$ cat src/bus_event_pkg.sv
package bus_event_pkg;

  // Event mask field positions within the 16-bit mask.
  localparam int REQ_TYPE_LSB = 0;
  localparam int REQ_TYPE_W = 5;
  localparam int ALL_READ_BIT = 5;
  localparam int ALL_WRITE_BIT = 6;
  localparam int MEM_LSB = 7;
  localparam int MEM_W = 5;
  localparam int OWN_BIT = 13;
  localparam int OTHER_BIT = 14;
  localparam int PREFETCH_BIT = 15;
  localparam int MASK_W = 16;

  // Data activity mask bits.
  localparam int DATA_MASK_W = 6;
  localparam int DATA_READY_STROBE_DRV_BIT = 0;
  localparam int DATA_READY_STROBE_OWN_BIT = 1;
  localparam int DATA_READY_STROBE_OTHER_BIT = 2;
  localparam int DATA_BUS_BUSY_DRV_BIT = 3;
  localparam int DATA_BUS_BUSY_OWN_BIT = 4;
  localparam int DATA_BUS_BUSY_OTHER_BIT = 5;

  // Model threshold for the strict qualification expression.
  localparam logic [3:0] MODEL_STRICT_MIN = 4'h2;
  localparam int MODEL_W = 4;

  // Queue entry sizes in bytes.
  localparam int LINE_BYTES = 64;
  localparam int CHUNK_BYTES = 8;

  // Reset values.
  localparam logic [15:0] COUNT_RESET = 16'h0000;
  localparam int COUNT_W = 16;

  // Memory type one-hot order: uc, wc, wt, wp, wb.
  typedef struct packed {
    logic [4:0] req_type;
    logic is_read;
    logic is_write;
    logic [4:0] mem_type;
    logic own;
    logic other;
    logic prefetch;
    logic full_line;
  } queue_entry_t;

  typedef struct packed {
    logic data_ready_strobe_drv;
    logic data_ready_strobe_own;
    logic data_ready_strobe_other;
    logic data_bus_busy_drv;
    logic data_bus_busy_own;
    logic data_bus_busy_other;
  } data_strobe_t;

endpackage : bus_event_pkg

$ cat src/queue_entry_match.sv
`timescale 1ns/1ns
`default_nettype none

module queue_entry_match (
  // Entry and controls
  input wire bus_event_pkg::queue_entry_t i_entry,
  input wire logic [15:0] i_mask_zero,
  input wire logic [15:0] i_mask_one,
  input wire logic [3:0] i_model,
  // Result
  output logic o_hit
);

  wire logic [15:0] mask;
  wire logic req_hit;
  wire logic rw_sel;
  wire logic rw_hit;
  wire logic mem_hit;
  wire logic src_hit;
  wire logic strict;

  assign mask = i_mask_zero & i_mask_one;
  assign req_hit = mask[bus_event_pkg::REQ_TYPE_LSB +: bus_event_pkg::REQ_TYPE_W]
                   == i_entry.req_type;
  assign rw_sel = mask[bus_event_pkg::ALL_READ_BIT] | mask[bus_event_pkg::ALL_WRITE_BIT];
  assign rw_hit = (mask[bus_event_pkg::ALL_READ_BIT] & i_entry.is_read)
                | (mask[bus_event_pkg::ALL_WRITE_BIT] & i_entry.is_write);
  assign mem_hit = rw_sel ? 1'b1
                 : |(mask[bus_event_pkg::MEM_LSB +: bus_event_pkg::MEM_W] & i_entry.mem_type);
  assign src_hit = ((mask[bus_event_pkg::OWN_BIT] & i_entry.own)
                 | (mask[bus_event_pkg::OTHER_BIT] & i_entry.other))
                 & (~i_entry.prefetch | mask[bus_event_pkg::PREFETCH_BIT]);
  assign strict = i_model >= bus_event_pkg::MODEL_STRICT_MIN;
  assign o_hit = strict ? (req_hit & rw_hit & mem_hit & src_hit)
               : (src_hit & (req_hit | rw_hit | (~rw_sel & mem_hit)));

endmodule : queue_entry_match

`default_nettype wire

$ cat src/bus_queue_event_qualify.sv
`timescale 1ns/1ns
`default_nettype none

module bus_queue_event_qualify (
  // Clock and reset
  input wire logic i_sys_clk,
  input wire logic i_rst_n,
  // Selector masks and model
  input wire logic [15:0] i_bus_event_selector_zero,
  input wire logic [15:0] i_bus_event_selector_one,
  input wire logic [5:0] i_data_mask,
  input wire logic [3:0] i_model,
  // Queue entry presented this cycle
  input wire logic i_entry_valid,
  input wire bus_event_pkg::queue_entry_t i_entry,
  input wire logic i_privilege_level,
  // Bus data strobes
  input wire bus_event_pkg::data_strobe_t i_strobe,
  // Results
  output logic o_queue_inc,
  output logic o_queue_line,
  output logic o_data_inc,
  output logic [15:0] o_queue_count,
  output logic [15:0] o_data_count
);

  // Qualifier result.
  wire logic entry_hit;
  wire logic entry_taken;

  // Next values of the queue occupancy flip-flops.
  wire logic next_queue_inc;
  wire logic next_queue_line;
  wire logic [15:0] next_queue_count;

  // Strobes in mask order and the next values of the data activity flip-flops.
  wire logic [5:0] strobe_vec;
  wire logic [5:0] strobe_sel;
  wire logic next_data_inc;
  wire logic [15:0] next_data_count;

  // Places each strobe at the bit that the data mask keeps for it.
  function automatic logic [5:0] strobe_bits(
    input bus_event_pkg::data_strobe_t strobe
  );
    logic [5:0] bits;
    bits = 6'h00;
    bits[bus_event_pkg::DATA_READY_STROBE_DRV_BIT] = strobe.data_ready_strobe_drv;
    bits[bus_event_pkg::DATA_READY_STROBE_OWN_BIT] = strobe.data_ready_strobe_own;
    bits[bus_event_pkg::DATA_READY_STROBE_OTHER_BIT] = strobe.data_ready_strobe_other;
    bits[bus_event_pkg::DATA_BUS_BUSY_DRV_BIT] = strobe.data_bus_busy_drv;
    bits[bus_event_pkg::DATA_BUS_BUSY_OWN_BIT] = strobe.data_bus_busy_own;
    bits[bus_event_pkg::DATA_BUS_BUSY_OTHER_BIT] = strobe.data_bus_busy_other;
    return bits;
  endfunction : strobe_bits

  // Counters wrap silently, so software must read them before a second wrap.
  function automatic logic [15:0] count_step(
    input logic [15:0] count,
    input logic bump
  );
    logic [15:0] stepped;
    stepped = count;
    if (bump) begin
      stepped = count + 16'h0001;
    end
    return stepped;
  endfunction : count_step

  queue_entry_match u_match (
    .i_entry(i_entry),
    .i_mask_zero(i_bus_event_selector_zero),
    .i_mask_one(i_bus_event_selector_one),
    .i_model(i_model),
    .o_hit(entry_hit)
  );

  // An entry counts only in the cycle in which the queue presents it.
  assign entry_taken = i_entry_valid & entry_hit;

  // The privilege input is deliberately unused by the qualifier.
  // no privilege filter
  assign next_queue_inc = entry_taken & (i_privilege_level | 1'b1);

  assign next_queue_line = next_queue_inc & i_entry.full_line;
  assign next_queue_count = count_step(o_queue_count, next_queue_inc);

  assign strobe_vec = strobe_bits(i_strobe);

  for (genvar i = 0; i < bus_event_pkg::DATA_MASK_W; i++) begin : g_strobe_sel
    assign strobe_sel[i] = strobe_vec[i] & i_data_mask[i];
  end

  // Several selected strobes in one cycle make a single step.
  // one step per cycle
  assign next_data_inc = |strobe_sel;
  assign next_data_count = count_step(o_data_count, next_data_inc);

  always_ff @(posedge i_sys_clk or negedge i_rst_n) begin
    if (!i_rst_n) begin
      o_queue_inc <= 1'b0;
    end else begin
      o_queue_inc <= next_queue_inc;
    end
  end

  always_ff @(posedge i_sys_clk or negedge i_rst_n) begin
    if (!i_rst_n) begin
      o_queue_line <= 1'b0;
    end else begin
      o_queue_line <= next_queue_line;
    end
  end

  always_ff @(posedge i_sys_clk or negedge i_rst_n) begin
    if (!i_rst_n) begin
      o_queue_count <= bus_event_pkg::COUNT_RESET;
    end else begin
      o_queue_count <= next_queue_count;
    end
  end

  always_ff @(posedge i_sys_clk or negedge i_rst_n) begin
    if (!i_rst_n) begin
      o_data_inc <= 1'b0;
    end else begin
      o_data_inc <= next_data_inc;
    end
  end

  always_ff @(posedge i_sys_clk or negedge i_rst_n) begin
    if (!i_rst_n) begin
      o_data_count <= bus_event_pkg::COUNT_RESET;
    end else begin
      o_data_count <= next_data_count;
    end
  end

endmodule : bus_queue_event_qualify

`default_nettype wire

$ cat config.mk
export PLATFORM = sky130hd
export DESIGN_NAME = bus_queue_event_qualify
export DESIGN_NICKNAME = d
export VERILOG_FILES = /design/src/bus_event_pkg.sv /design/src/queue_entry_match.sv /design/src/bus_queue_event_qualify.sv
export SDC_FILE = /design/constraint.sdc
export NUM_CORES = 1
export LEC_CHECK = 0
export BUFFER_PORTS_ARGS = -buffer_cell sky130_fd_sc_hd__buf_2
export CAP_MARGIN = 10
export CORE_MARGIN = 5
export CORE_UTILIZATION = 31
export CTS_CLUSTER_SIZE = 16
export DETAILED_ROUTE_END_ITERATION = 8
export GPL_ROUTABILITY_DRIVEN = 0
export GPL_TIMING_DRIVEN = 0
export PLACE_DENSITY = 0.66
export SLEW_MARGIN = 40
export SYNTH_ARGS = -nofsm -noshare
export SYNTH_HDL_FRONTEND = slang
export SYNTH_SLANG_ARGS = --single-unit
$ cat constraint.sdc
create_clock -name i_sys_clk -period 1.55 [get_ports i_sys_clk]
set_input_delay 0.2325 -clock i_sys_clk [delete_from_list [all_inputs] [get_ports i_sys_clk]]
set_output_delay 0.2325 -clock i_sys_clk [all_outputs]
set_load 0.02 [all_outputs]
==> results.ini <==
[timing]
setup_viol = 15
rsz0062_at_grt = yes
slew_violations = 0
hold_viol_final = 0
fin_skew_ns = 0.00293
fmax_ghz = 0.618
worst_pin_slew_ns = 0.525
fin_crit_ns = 1.62
fin_crit_sh_pct = 104
setup_slack_ns = -0.0672
slew_headroom_pct = 65.0

[final_layout]
multi_input_area_mm2 = 0.00107
nets = 356
areaGrowthSynthToFinish_pct = 57.8
seqCellArea_um2 = 880
drive_gt1_share_pct = 54.7
fin_util_pct = 51.0
fill_cells = 524
diodes = 0

[floorplan]
ios = 103
core_mm2 = 0.00561
die_y_um = 86.5
die_w_um = 86.5
dieArea_mm2 = 0.00747
num_rows = 27
initial_core_util_pct = 32.3

[run]
cap_violations = 0

[power]
peakVddDrop_uv = 788
power_w = 0.00250
cellPowerDensity_mw_per_mm2 = 874
power_leakage_nw = 1.35

[status]
status = finished, violations left
violations = negative setup slack

[setup_path]
end_kind = flip-flop
cpMostUsedCell = buf_6
startpoint_type = input port
path_cells = buf_6 -> nand2_4 -> xnor2_2 -> or4_4 -> nor3b_4 -> buf_6 -> o21ai_4 -> mux2_4
max_stage_delay_ns = 0.57
cp.arrival_ns = 1.79
required_ns = 1.72
crit_type = in -> reg
slowest_stage = or4_4
cp_max_fo = 7

[logic_synthesis]
synthCells = 171
yosys_warnings = 0
synth_cell_types = 33
synth-seq-cells = 35
postSynth.asyncResetShare_pct = 100
synth_edf_count = 0
syn_area_mm2 = 0.00181
yosysSeqAreaShare_pct = 48.3
synth_top_area_share_pct = 48.3
synth.top_cells.by_count = dfrtp_1, xnor2_1, nand2_1, nand3_1, nor2_1
netlist_top_cells_area = dfrtp_1, xnor2_1, nand3_1
yosysMostFrequentCell = dfrtp_1
synth_top_area_cell = dfrtp_1
avgSynthCellArea_um2 = 10.6
synthFlopType = dfrtp_1
synth_fp_nets = 241

[global_routing]
grt_first_pass_wirelength_um = 7360
globalRouteMet2Util_pct = 21.3
grt_overflow = 0
grt_antenna_before_repair = 0
grt_max_degree = 36
grt_use_met3_pct = 4.85
grt_util_met1_pct = 14.1
first_global_vias = 1727
grtUsageTotal_pct = 12.2
busiest_layer = met2

[place]
portBuffers = 98
dp_hpwl_um = 3580
preCtsSetupSlack_ns = -0.463

[routing]
postRouteAntennaNets = 0
viasPerCell = 4.77
wl_per_cell_um = 13.3
drc_errors = 0
routed_wl_um = 4780
drt-pass1-iter-count = 4
dr.first_iter.drc_count = 35
vias = 1713

[clock_network]
insertion_delay_ns = 0.28
cts_buffers = 5
cts_htree_levels = 2
cts_root_buffer = clkbuf_8
clk_path_buf_depth = 2
cts_tree = done
path_clk_slew_ns = 0.07
cts.sinks = 35

[worst_hold_path]
min_path_type = in -> reg

[area by class of cell]
cell class / count / share of cell area [%]
well taps: 72 / 3.15
plain buffers: 2 / 1.23
inverters: 2 / 0.263
multi-input cells: 130 / 37.6
clock inverters: 1 / 0.175
flip-flops and latches: 35 / 30.8
repair buffers: 110 / 24.2
clock buffers: 7 / 2.67
[stage by stage]
| stage | hold slack [ns] | instances | cell area (um^2) | setup TNS [ns] |
|---|---|---|---|---|
| floorplan | -0.0631 | 171 | 1840 | -2.65 |
| global placement | 0.345 | 341 | 2420 | -6.54 |
| detailed placement | 0.355 | 341 | 2420 | -6.93 |
| CTS | 0.0505 | 355 | 2630 | -0.427 |
| global route | 0.197 | 359 | 2860 | -1.25 |
| finish | 0.183 | 359 | 2860 | -0.561 |
[cell usage in the layout, fill, tap and decap left out, types with 5 or more instances in the layout]
cell / instances
o21ai_4: 6
nor2_1: 10
nand3_1: 18
nand2_1: 16
buf_4: 7
dfrtp_1: 32
xnor2_1: 25
clkbuf_8: 5
buf_6: 10
xor2_1: 5
buf_2: 89
[worst max-delay path: cells and delay by family]
family          cells  cell delay (ns)
compound gates      1             0.07
xor+xnor            1             0.11
buf+inv             2             0.25
mux                 1             0.29
simple gates        3             0.82
[repair_timing]
item / 4_1_cts / 5_1_grt
buffers inserted: 7 / 2
endpoints found under the setup margin: 18 / 19
hold buffers: 0 / 1
endpoints found under the hold margin: 0 / 35
resized for setup: 14 / 25
cloned: 0 / 2
pin swaps: 11 / 16
[sequential cells by signal, summed over array words and instances, names as in the netlist]
register / cells
o_data_inc: 1
o_queue_line: 1
o_data_count: 16
o_queue_count: 16
o_queue_inc: 1
[path summary, 6_finish.rpt]
check / startpoint / endpoint / slack [ns] / cells past startpoint
max in group asynchronous: i_rst_n / o_data_count[1] / 0.78 / 2
worst min register to register: o_data_count[15] / o_data_count[15] / 0.47 / 1
worst min-delay path: i_entry[0] / o_queue_line / 0.18 / 3
min in group asynchronous: i_rst_n / o_data_count[4] / 0.44 / 2
worst max register to register: o_queue_count[6] / o_queue_count[15] / -0.02 / 6
worst max-delay path: i_bus_event_selector_zero[3] / o_queue_count[1] / -0.07 / 8
[cell families (layout without fill, tap and decap cells)]
family / count (synthesis) / count (layout) / synth area share (%)
AND/OR/NAND/NOR: 66 / 66 / 18.4
flip-flops: 35 / 35 / 48.3
XOR/XNOR: 33 / 33 / 16.4
AO/OA/AOI/OAI: 27 / 27 / 11.9
buffers and inverters: 6 / 122 / 2.07
adder cells (fa/ha/maj): 2 / 2 / 1.38
multiplexers: 2 / 2 / 1.45
[routing by layer]
layer	vias to the layer above	share of wire [%]
met5	-	0
met4	0	0.75
met3	6	11
met2	83	49
met1	794	39
li1	830	-
[power breakdown]
part | switching (W) | internal (W)
registers | 0.000124 | 0.00104
logic | 0.000376 | 0.000332
clock network | 0.000314 | 0.000315
(Power assumes the default switching activity.)
